[src/switch_cmd_regs.svh]
// Register addresses, field positions and frame constants of the switch command decoder.
// Assumes inclusion by bare name from packages and modules that need them.
`ifndef SWITCH_CMD_REGS_SVH
`define SWITCH_CMD_REGS_SVH

// Command word layout
`define WORD_BITS          16
`define WD_BIT             15
`define ADDR_MSB           14
`define ADDR_LSB           12
`define DATA_MSB           11
`define DATA_LSB           0
`define HS_MSB             3
`define HS_LSB             0
`define LS_MSB             11
`define LS_LSB             4
`define SCALE_MSB          5
`define SCALE_LSB          4

// Register addresses
`define ADDR_OUTPUT_CMD    3'h0
`define ADDR_OPEN_LOAD     3'h1
`define ADDR_LOGIC_FUNC    3'h2
`define ADDR_UNUSED        3'h3
`define ADDR_DIRECT_EN     3'h4
`define ADDR_CURRENT_LIM   3'h5
`define ADDR_WD_SENSE      3'h6
`define ADDR_FACTORY_TEST  3'h7

// Reset values
`define RST_OUTPUT_CMD     12'h000
`define RST_DIRECT_EN      12'hfff
`define RST_LOGIC_FUNC     12'h000
`define RST_WD_SENSE       12'h000
`define RST_OPEN_LOAD      12'h000
`define RST_CURRENT_LIM    12'h000

`endif

[src/switch_cmd_pkg.sv]
// Types shared by the switch command decoder modules.
// Assumes the register header is on the include path.
package switch_cmd_pkg;
    `include "switch_cmd_regs.svh"

    // Decoded target of one command word
    typedef enum logic [2:0] {
        TGT_OUTPUT_CMD   = 3'h0,
        TGT_OPEN_LOAD    = 3'h1,
        TGT_LOGIC_FUNC   = 3'h2,
        TGT_UNUSED       = 3'h3,
        TGT_DIRECT_EN    = 3'h4,
        TGT_CURRENT_LIM  = 3'h5,
        TGT_WD_SENSE     = 3'h6,
        TGT_FACTORY_TEST = 3'h7
    } target_t;

    // Watchdog timeout divisor
    typedef enum logic [1:0] {
        WD_DIV1,
        WD_DIV2,
        WD_DIV4,
        WD_DIV8
    } wd_scale_t;
endpackage

[src/frame_if.sv]
// Interface carrying complete command words from the serial receiver to the decoder.
// Assumes both ends share the core clock.
`timescale 1ns/1ps
interface frame_if;
    logic [15:0] word;      // Latest assembled word
    logic        commit;    // Pulse: frame closed with valid length
    logic        word_done; // Pulse: sixteenth bit of a word taken

    modport rx  (output word, output commit, output word_done);
    modport dec (input word, input commit, input word_done);
endinterface

[src/serial_word_rx.sv]
// Serial receiver: samples link pins, shifts bits on falling link clock edges.
// Assumes link pins already pass two flip-flops in the top module.
`timescale 1ns/1ps
module serial_word_rx
    import switch_cmd_pkg::*;
(
    input  wire logic core_clk,
    input  wire logic rst_sync_n,
    input  wire logic link_clk_s,
    input  wire logic sel_n_s,
    input  wire logic data_in_s,
    frame_if.rx       frame
);
    logic        link_clk_q;   // Previous synchronized link clock
    logic        sel_n_q;      // Previous synchronized select
    logic [3:0]  bit_cnt_q;    // Bits of current word, modulo sixteen
    logic [15:0] shift_q;      // Incoming word, first bit ends at top
    logic        fall;         // Falling link clock edge
    logic        rise_sel;     // Select return edge
    logic        frame_has_word_q; // At least one whole word in this frame

    assign fall     = link_clk_q & ~link_clk_s & ~sel_n_s;
    assign rise_sel = ~sel_n_q & sel_n_s;

    // Edge history
    always_ff @(posedge core_clk or negedge rst_sync_n) begin
        if (!rst_sync_n) begin
            link_clk_q <= 1'b0;
            sel_n_q    <= 1'b1;
        end else begin
            link_clk_q <= link_clk_s;
            sel_n_q    <= sel_n_s;
        end
    end

    // Bit shifter, first bit in is most significant
    always_ff @(posedge core_clk or negedge rst_sync_n) begin
        if (!rst_sync_n) begin
            shift_q <= 16'h0000;
        end else if (fall) begin
            shift_q <= {shift_q[14:0], data_in_s};
        end
    end

    // Bit counter, held clear while select is high
    always_ff @(posedge core_clk or negedge rst_sync_n) begin
        if (!rst_sync_n) begin
            bit_cnt_q <= 4'h0;
        end else if (sel_n_s) begin
            bit_cnt_q <= 4'h0;
        end else if (fall) begin
            bit_cnt_q <= bit_cnt_q + 4'h1;
        end
    end

    // Word and commit strobes; only whole multiples of sixteen commit
    always_ff @(posedge core_clk or negedge rst_sync_n) begin
        if (!rst_sync_n) begin
            frame.commit    <= 1'b0;
            frame.word_done <= 1'b0;
        end else begin
            frame.word_done <= fall && (bit_cnt_q == 4'hf);
            frame.commit    <= rise_sel && (bit_cnt_q == 4'h0) && frame_has_word_q;
        end
    end

    // At least one full word seen in this frame; an empty frame never commits
    always_ff @(posedge core_clk or negedge rst_sync_n) begin
        if (!rst_sync_n) begin
            frame_has_word_q <= 1'b0;
        end else if (sel_n_s) begin
            frame_has_word_q <= 1'b0;
        end else if (fall && (bit_cnt_q == 4'hf)) begin
            frame_has_word_q <= 1'b1;
        end
    end

    assign frame.word = shift_q;
endmodule

[src/output_mixer.sv]
// Combines commanded states with direct pins per output.
// Assumes direct pins already synchronized.
`timescale 1ns/1ps
module output_mixer
    import switch_cmd_pkg::*;
#(
    parameter int N = 12
) (
    input  wire logic [N-1:0] cmd,
    input  wire logic [N-1:0] direct_dis,
    input  wire logic [N-1:0] and_sel,
    input  wire logic [N-1:0] pin,
    output logic      [N-1:0] drive
);
    // Per output: AND or OR with pin when direct, else command only
    always_comb begin
        for (int i = 0; i < N; i++) begin
            if (direct_dis[i]) begin
                drive[i] = cmd[i];
            end else if (and_sel[i]) begin
                drive[i] = cmd[i] & pin[i];
            end else begin
                drive[i] = cmd[i] | pin[i];
            end
        end
    end
endmodule

[src/spi_switch_command_decoder.sv]
// Summary of operation
// Sixteen-bit words, most significant bit first
// Bit 15 watchdog, 14-12 address, 11-0 data
// Several whole words per frame are accepted
// Partial-length frames are discarded entirely
// Host toggles watchdog bit each word
// Three address bits select target register
// Test address writes have no effect
// Bits 3-0 high side, 11-4 low side
// One switches output on, zero off
// Zero enables direct pin control
// High side: one ANDs pin, zero ORs
// Low side: shared pin AND or OR
// Non-direct outputs follow command bit only
// Bits 5-4 divide watchdog period by 1,2,4,8
// Host toggles watchdog when changing timeout
// Sense bits route high-side currents to pairs
// High-side ones disable off-state open detection
// Low-side ones enable open-load detection
// High-side ones force sustain current limit
// Low-side ones enable overcurrent latch-off
// Registers load only at valid frame end
//
// Top of the serial command decoder for a four high, eight low side switch.
// Assumes link pins come straight from package pins, asynchronous to core_clk.
`timescale 1ns/1ps
module spi_switch_command_decoder
    import switch_cmd_pkg::*;
(
    input  wire logic        core_clk,
    input  wire logic        rst_n,
    input  wire logic        link_clk,
    input  wire logic        sel_n,
    input  wire logic        data_in,
    input  wire logic [3:0]  high_side_direct_pins,
    input  wire logic        low_side_direct_pin,
    output logic      [3:0]  high_side_outputs,
    output logic      [7:0]  low_side_outputs,
    output logic      [1:0]  sense_out_pair_a,
    output logic      [1:0]  sense_out_pair_b,
    output logic      [3:0]  high_open_detect_disable,
    output logic      [7:0]  low_open_detect_enable,
    output logic      [3:0]  sustain_limit_select,
    output logic      [7:0]  latchoff_enable_bit,
    output wd_scale_t        watchdog_scale,
    output logic             timeout_scale_hi,
    output logic             timeout_scale_lo,
    output logic             watchdog_refresh
);
    logic        rst_meta_q;     // Reset release, first stage
    logic        rst_sync_n;     // Reset release, usable copy
    logic [2:0]  clk_meta_q;     // First stage of pin synchronisers
    logic [2:0]  clk_sync_q;     // Second stage of pin synchronisers
    logic [4:0]  dir_meta_q;     // Direct pin first stage
    logic [4:0]  dir_sync_q;     // Direct pin second stage
    logic [15:0] pend_q [0:7];   // Words staged per address in this frame
    logic [7:0]  pend_v_q;       // Staged word valid per address
    logic        sel_prev_q;     // Synchronised select, one cycle back
    logic        wd_bit_q;       // Last committed watchdog bit
    logic [11:0] output_command_q;
    logic [11:0] direct_input_enable_q;
    logic [11:0] logic_function_config_q;
    logic [11:0] watchdog_sense_config_q;
    logic [11:0] open_load_config_q;
    logic [11:0] current_limit_overcurrent_config_q;
    logic [11:0] drive;          // Mixed output states
    target_t     tgt;            // Address of current word

    frame_if frame ();

    // Reset release through two flip-flops
    always_ff @(posedge core_clk or negedge rst_n) begin
        if (!rst_n) begin
            rst_meta_q <= 1'b0;
            rst_sync_n <= 1'b0;
        end else begin
            rst_meta_q <= 1'b1;
            rst_sync_n <= rst_meta_q;
        end
    end

    // Link pin synchronisers; select idles high
    always_ff @(posedge core_clk or negedge rst_sync_n) begin
        if (!rst_sync_n) begin
            clk_meta_q <= 3'h2;
            clk_sync_q <= 3'h2;
        end else begin
            clk_meta_q <= {data_in, sel_n, link_clk};
            clk_sync_q <= clk_meta_q;
        end
    end

    // Direct pin synchronisers
    always_ff @(posedge core_clk or negedge rst_sync_n) begin
        if (!rst_sync_n) begin
            dir_meta_q <= 5'h00;
            dir_sync_q <= 5'h00;
        end else begin
            dir_meta_q <= {low_side_direct_pin, high_side_direct_pins};
            dir_sync_q <= dir_meta_q;
        end
    end

    serial_word_rx u_rx (
        .core_clk   (core_clk),
        .rst_sync_n (rst_sync_n),
        .link_clk_s (clk_sync_q[0]),
        .sel_n_s    (clk_sync_q[1]),
        .data_in_s  (clk_sync_q[2]),
        .frame      (frame)
    );

    // Address field of the word just finished
    assign tgt = target_t'(frame.word[`ADDR_MSB:`ADDR_LSB]);

    // Stage each finished word under its address; latest word per address wins
    always_ff @(posedge core_clk or negedge rst_sync_n) begin
        if (!rst_sync_n) begin
            for (int i = 0; i < 8; i++) begin
                pend_q[i] <= 16'h0000;
            end
        end else if (frame.word_done) begin
            pend_q[tgt] <= frame.word;
        end
    end

    // Staged flags: kept until the commit reads them, dropped when a frame opens
    // or commits, so a discarded frame never reaches a register
    always_ff @(posedge core_clk or negedge rst_sync_n) begin
        if (!rst_sync_n) begin
            pend_v_q   <= 8'h00;
            sel_prev_q <= 1'b1;
        end else begin
            sel_prev_q <= clk_sync_q[1];
            if ((sel_prev_q && !clk_sync_q[1]) || frame.commit) begin
                pend_v_q <= 8'h00;
            end else if (frame.word_done) begin
                pend_v_q[tgt] <= 1'b1;
            end
        end
    end

    // Output command register
    always_ff @(posedge core_clk or negedge rst_sync_n) begin
        if (!rst_sync_n) begin
            output_command_q <= `RST_OUTPUT_CMD;
        end else if (frame.commit && pend_v_q[TGT_OUTPUT_CMD]) begin
            output_command_q <= pend_q[TGT_OUTPUT_CMD][`DATA_MSB:`DATA_LSB];
        end
    end

    // Direct input enable register, ones disable direct control
    always_ff @(posedge core_clk or negedge rst_sync_n) begin
        if (!rst_sync_n) begin
            direct_input_enable_q <= `RST_DIRECT_EN;
        end else if (frame.commit && pend_v_q[TGT_DIRECT_EN]) begin
            direct_input_enable_q <= pend_q[TGT_DIRECT_EN][`DATA_MSB:`DATA_LSB];
        end
    end

    // Logic function register
    always_ff @(posedge core_clk or negedge rst_sync_n) begin
        if (!rst_sync_n) begin
            logic_function_config_q <= `RST_LOGIC_FUNC;
        end else if (frame.commit && pend_v_q[TGT_LOGIC_FUNC]) begin
            logic_function_config_q <= pend_q[TGT_LOGIC_FUNC][`DATA_MSB:`DATA_LSB];
        end
    end

    // Watchdog and sense register
    always_ff @(posedge core_clk or negedge rst_sync_n) begin
        if (!rst_sync_n) begin
            watchdog_sense_config_q <= `RST_WD_SENSE;
        end else if (frame.commit && pend_v_q[TGT_WD_SENSE]) begin
            watchdog_sense_config_q <= pend_q[TGT_WD_SENSE][`DATA_MSB:`DATA_LSB];
        end
    end

    // Open-load register
    always_ff @(posedge core_clk or negedge rst_sync_n) begin
        if (!rst_sync_n) begin
            open_load_config_q <= `RST_OPEN_LOAD;
        end else if (frame.commit && pend_v_q[TGT_OPEN_LOAD]) begin
            open_load_config_q <= pend_q[TGT_OPEN_LOAD][`DATA_MSB:`DATA_LSB];
        end
    end

    // Current limit and overcurrent register
    always_ff @(posedge core_clk or negedge rst_sync_n) begin
        if (!rst_sync_n) begin
            current_limit_overcurrent_config_q <= `RST_CURRENT_LIM;
        end else if (frame.commit && pend_v_q[TGT_CURRENT_LIM]) begin
            current_limit_overcurrent_config_q <=
                pend_q[TGT_CURRENT_LIM][`DATA_MSB:`DATA_LSB];
        end
    end
    // Unused and test addresses are staged but never copied anywhere

    // Watchdog bit of the last word in a valid frame, any address
    always_ff @(posedge core_clk or negedge rst_sync_n) begin
        if (!rst_sync_n) begin
            wd_bit_q         <= 1'b0;
            watchdog_refresh <= 1'b0;
        end else begin
            watchdog_refresh <= frame.commit && (frame.word[`WD_BIT] != wd_bit_q);
            if (frame.commit) begin
                wd_bit_q <= frame.word[`WD_BIT];
            end
        end
    end

    output_mixer #(
        .N (12)
    ) u_mix (
        .cmd        (output_command_q),
        .direct_dis (direct_input_enable_q),
        .and_sel    (logic_function_config_q),
        .pin        ({{8{dir_sync_q[4]}}, dir_sync_q[3:0]}),
        .drive      (drive)
    );

    // Registered output drive, one means on
    always_ff @(posedge core_clk or negedge rst_sync_n) begin
        if (!rst_sync_n) begin
            high_side_outputs <= 4'h0;
            low_side_outputs  <= 8'h00;
        end else begin
            high_side_outputs <= drive[`HS_MSB:`HS_LSB];
            low_side_outputs  <= drive[`LS_MSB:`LS_LSB];
        end
    end

    // Configuration fields straight from registers
    assign sense_out_pair_a         = watchdog_sense_config_q[1:0];
    assign sense_out_pair_b         = watchdog_sense_config_q[3:2];
    assign timeout_scale_hi         = watchdog_sense_config_q[`SCALE_MSB];
    assign timeout_scale_lo         = watchdog_sense_config_q[`SCALE_LSB];
    assign watchdog_scale           =
        wd_scale_t'(watchdog_sense_config_q[`SCALE_MSB:`SCALE_LSB]);
    assign high_open_detect_disable = open_load_config_q[`HS_MSB:`HS_LSB];
    assign low_open_detect_enable   = open_load_config_q[`LS_MSB:`LS_LSB];
    assign sustain_limit_select     =
        current_limit_overcurrent_config_q[`HS_MSB:`HS_LSB];
    assign latchoff_enable_bit      =
        current_limit_overcurrent_config_q[`LS_MSB:`LS_LSB];
endmodule

[config.mk]
export PLATFORM = sky130hd
export DESIGN_NAME = spi_switch_command_decoder
export DESIGN_NICKNAME = d
export VERILOG_FILES = /design/src/switch_cmd_pkg.sv /design/src/frame_if.sv /design/src/serial_word_rx.sv /design/src/output_mixer.sv /design/src/spi_switch_command_decoder.sv
export VERILOG_INCLUDE_DIRS = /design/src /design/src/src
export SDC_FILE = /design/constraint.sdc
export NUM_CORES = 1
export LEC_CHECK = 0
export BUFFER_PORTS_ARGS = -buffer_cell sky130_fd_sc_hd__buf_2
export CAP_MARGIN = 10
export CORE_MARGIN = 1
export CORE_UTILIZATION = 40
export DETAILED_ROUTE_END_ITERATION = 7
export PLACE_DENSITY_LB_ADDON = 0.2
export SLEW_MARGIN = 15
export SYNTH_ARGS = -nofsm -noshare
export SYNTH_HDL_FRONTEND = slang
export SYNTH_HIERARCHICAL = 1
export SYNTH_SLANG_ARGS = --single-unit
[constraint.sdc]
create_clock -name core_clk -period 6.5 [get_ports core_clk]
set_input_delay 0.325 -clock core_clk [delete_from_list [all_inputs] [get_ports core_clk]]
set_output_delay 0.325 -clock core_clk [all_outputs]
set_load 0.02 [all_outputs]
==> results.md <==
- The relative area change from synthesis to final layout is 15.8%.
- For this run, global-route usage on met3 was measured as 4.30%.
- The synthesized area divided by synthesized cell count is 16.6 µm².
- The flow ran to the end, and the final reports show no timing, DRC or antenna violations.
- The remaining antenna violation count is 0.
- The arrival time at the worst endpoint is 2270 ps.
- The number of failing hold endpoints at the final stage was 0.
- In this run the critical register-to-register path is launched from u_rx/frame.word[13].
- In this run the worst path has a maximum fanout of 13.
- The Yosys warning count is 6.
- The number of top-level pins is 55.
- The post-synthesis sequential element count is 196.
- The instance area after placement is 7820 µm².
- The number of vias per cell is 4.95.
- The most common cell in the netlist is dfrtp_1.
- The die is 138 µm wide.
- After detailed routing, the total wire length is 13.2 mm.
- The total grt overflow is 0.
- The critical path is of the reg2reg type.
- The post-synthesis cell area is 7360 µm².
- The remaining routing DRC violations is 0.
- The aggregate negative setup slack is 0 ps.
- Global routing used 15.7% of the available tracks.
- The finished cells cover 8520 µm².
- The first detailed-routing pass ran for 4 iterations.
- The met2 global-route usage is 23.5%.
- The dominant cell type by area after synthesis is dfrtp_1.
- The maximum buffer depth of the clock tree is 2.
- Counting every instance in the synthesized netlist gives 444.
- The count of final max-slew check failures is 0.
- The area of the die is 18,900 µm².
- For this configuration, the core starts out at a cell density of 40.8%.
- Ranked by instance count, the synthesized netlist is headed by dfrtp_1 (180), mux2_2 (150), dfstp_2 (16).
- The count of cells resized by post-cts repair is 0.
- The via count is 3,735.
- The global placer's final weighted congestion is 0.724.
- Static timing analysis puts the maximum clock frequency at 0.509 GHz.
- Entering global routing, the biggest net connects 79 pins.
- The average wire per standard cell is 17.5 µm.
- The first global-routing pass estimated 21.5 mm of wire.
- Clock-pin slew was measured on the worst setup and hold paths at 70 ps.
- The tightest slew margin relative to the limit is 30.9%.
- The HPWL after detailed placement is 8.12 mm.
- Counting distinct cell types in the post-synthesis netlist gives 32.
- The net count after synthesis is 456.
- The count of endpoints failing setup in the final report is 0.
- The clock reaches the later pin of the worst-skew pair after 420 ps.
- Summed over all cells, the static leakage comes to 4.23 nW.
- The post-route clock skew is 7.41 ps.
- The worst path in the final design needs a cycle of 1970 ps, including I/O delays and setup.
- The worst setup path startpoint is u_rx/frame.word[13].
- In this run the standard cell core region covers 18,000 µm².
- Of all flip-flops after synthesis, the portion carrying an async set or reset was 100%.
- By area the synthesized netlist is led by dfrtp_1 (61%), mux2_2 (23%), dfstp_2 (5.7%).
- Yosys mapped a number of flops with a built-in enable equal to 0.
- Among all flip-flop cells after synthesis, the most frequent one is dfrtp_1.
- IR analysis of the VDD net gives a maximum drop of 0.000190 V.
- The number of global-route vias before repair is 3,842.
- The routing layer with the top usage in global route is met2.
- At the pin with the least slew margin, the transition time is 1030 ps.
- After synthesis, flip-flops and latches occupy 66.9% of the total area.
- TritonCTS created 17 clock buffers.
- The number of clock sinks is 196.
- The worst path uses 30.3% of the clock period.
- The layout cell share with drive strength beyond 1 is 50.0%.
- The number of input and output port buffers inserted is 54.
- Global routing consumed, on the met1 layer, 22.2% of the routing resources.
- The number of core rows is 49.
- The cell sitting at the root of the clock tree is a clkbuf_16.
- The number of max-cap violations is 0.
- The number of levels the H-tree was split into is 4.
- The area share of the largest cell type after synthesis is 61.2%.
- The power density over the cells is 290 nW/µm².
- The repair_antennas step left the layout with diodes totalling 0.
- The floorplan die height is 138 µm.
- The initial antenna violation count is 0.
- After the last flow step, the layout net total stands at 525.
- The detailed router's first-iteration violation count is 202.
- The element type at the critical path end is a flop.
- The class of the most critical hold timing path is in2async.
- The CTS tree is yes.
- STA classifies the critical path startpoint as a flop.
- For the worst setup path, the data required time is 6800 ps.
- Setup repair after global routing left no endpoint under its margin.
## flip-flops by register name (all words and copies together) (netlist names), 3 cells and up
register / count
dir_meta_q: 5
u_rx/bit_cnt_q: 4
current_limit_overcurrent_config_q: 12
dir_sync_q: 5
pend_q: 66
high_side_outputs: 4
clk_meta_q: 3
direct_input_enable_q: 12
output_command_q: 12
low_side_outputs: 8
logic_function_config_q: 12
watchdog_sense_config_q: 6
u_rx/frame.word: 16
open_load_config_q: 12
clk_sync_q: 3
pend_v_q: 6
## critical path, cell delays in order, from the launching register on
cell and delay, ps:
dfrtp_1 460, nand4b_1 820, mux2_2 560
## metal layers
metal	vias to the layer above	part of all wire [%]	routed length, µm
met1	1952	49	6460
met3	4	3.5	466
met5	-	0	0
met4	0	0.48	63
li1	1724	-	-
met2	55	47	6190
## placed cells by master (no fill, tap or decap), drive strengths merged
cell type / Yosys / final
nand3b: 1 / 1
nand2: 6 / 6
and4bb: 3 / 3
o21bai: 12 / 12
buf: 15 / 56
dfstp: 16 / 16
nor2b: 4 / 4
o221a: 4 / 4
xnor2: 2 / 2
nor2: 6 / 6
xor2: 1 / 1
a22o: 12 / 12
nand2b: 12 / 12
clkbuf: 0 / 18
nand4b: 2 / 2
clkinvlp: 0 / 1
clkinv: 0 / 7
bufinv: 0 / 4
conb: 1 / 1
a41oi: 1 / 1
nor4b: 2 / 2
nand4: 1 / 1
mux2: 150 / 150
and3: 1 / 1
dfrtp: 180 / 180
ha: 2 / 2
inv: 6 / 8
mux2i: 1 / 1
a211oi: 2 / 2
and4: 1 / 1
dlygate4sd3: 0 / 9
## path summary, 6_finish.rpt
check	to	slack (ps)	depth (start not counted)
setup / recovery	pend_q[43]	4530	2
hold reg to reg	dir_meta_q[3]	350	0
hold / removal	rst_sync_n	210	2
max in group asynchronous	output_command_q[1]	4750	1
min in group core_clk	dir_sync_q[3]	350	0
setup reg to reg	pend_q[43]	4530	2
## logic make-up after synthesis
| family | synth area share (%) |
|---|---|
| other | 0.0510 |
| and+or+nand+nor | 3.77 |
| muxes | 23.1 |
| AOI/OAI and AO/OA | 3.59 |
| buffers and inverters | 1.87 |
| adders and majority gates | 0.340 |
| xor gates and xnor gates | 0.357 |
| DFF | 66.9 |
## metrics by stage
stage / power [mW] / worst slack (ps) / utilization, % / hold slack (ps) / std cells
after floorplan: 1.36 / 662 / - / 29.4 / 444
after global placement: 1.41 / 4600 / 43.4 / 112 / 714
after detailed placement: 1.41 / 4490 / 43.4 / 114 / 714
after CTS: 2.51 / 4500 / 47.3 / 192 / 755
after global routing: 2.58 / 4410 / 47.3 / 203 / 755
final: 2.47 / 4530 / 47.3 / 209 / 755
## report_power, final
| part | switching (mW) | internal [mW] | total [mW] |
|---|---|---|---|
| Sequential | 0.0687 | 1.25 | 1.32 |
| Combinational | 0.0342 | 0.0339 | 0.0681 |
| Clock | 0.441 | 0.643 | 1.08 |
## final cells by class
class,count,area [µm²]
fillers,1590,9500
flip-flops and latches,196,4930
multi-input cells,227,2300
clock buffers,18,429
repair buffers,65,375
well taps,229,287
clock inverters,14,184
inverters,6,22.5
## timing repair
action / 4_1_cts / 5_1_grt
endpoints found under the setup margin: 0 / 0
buffers inserted: 0 / 0
endpoints found under the hold margin: 10 / 0
hold buffers: 9 / 0
(Power assumes the default switching activity.)
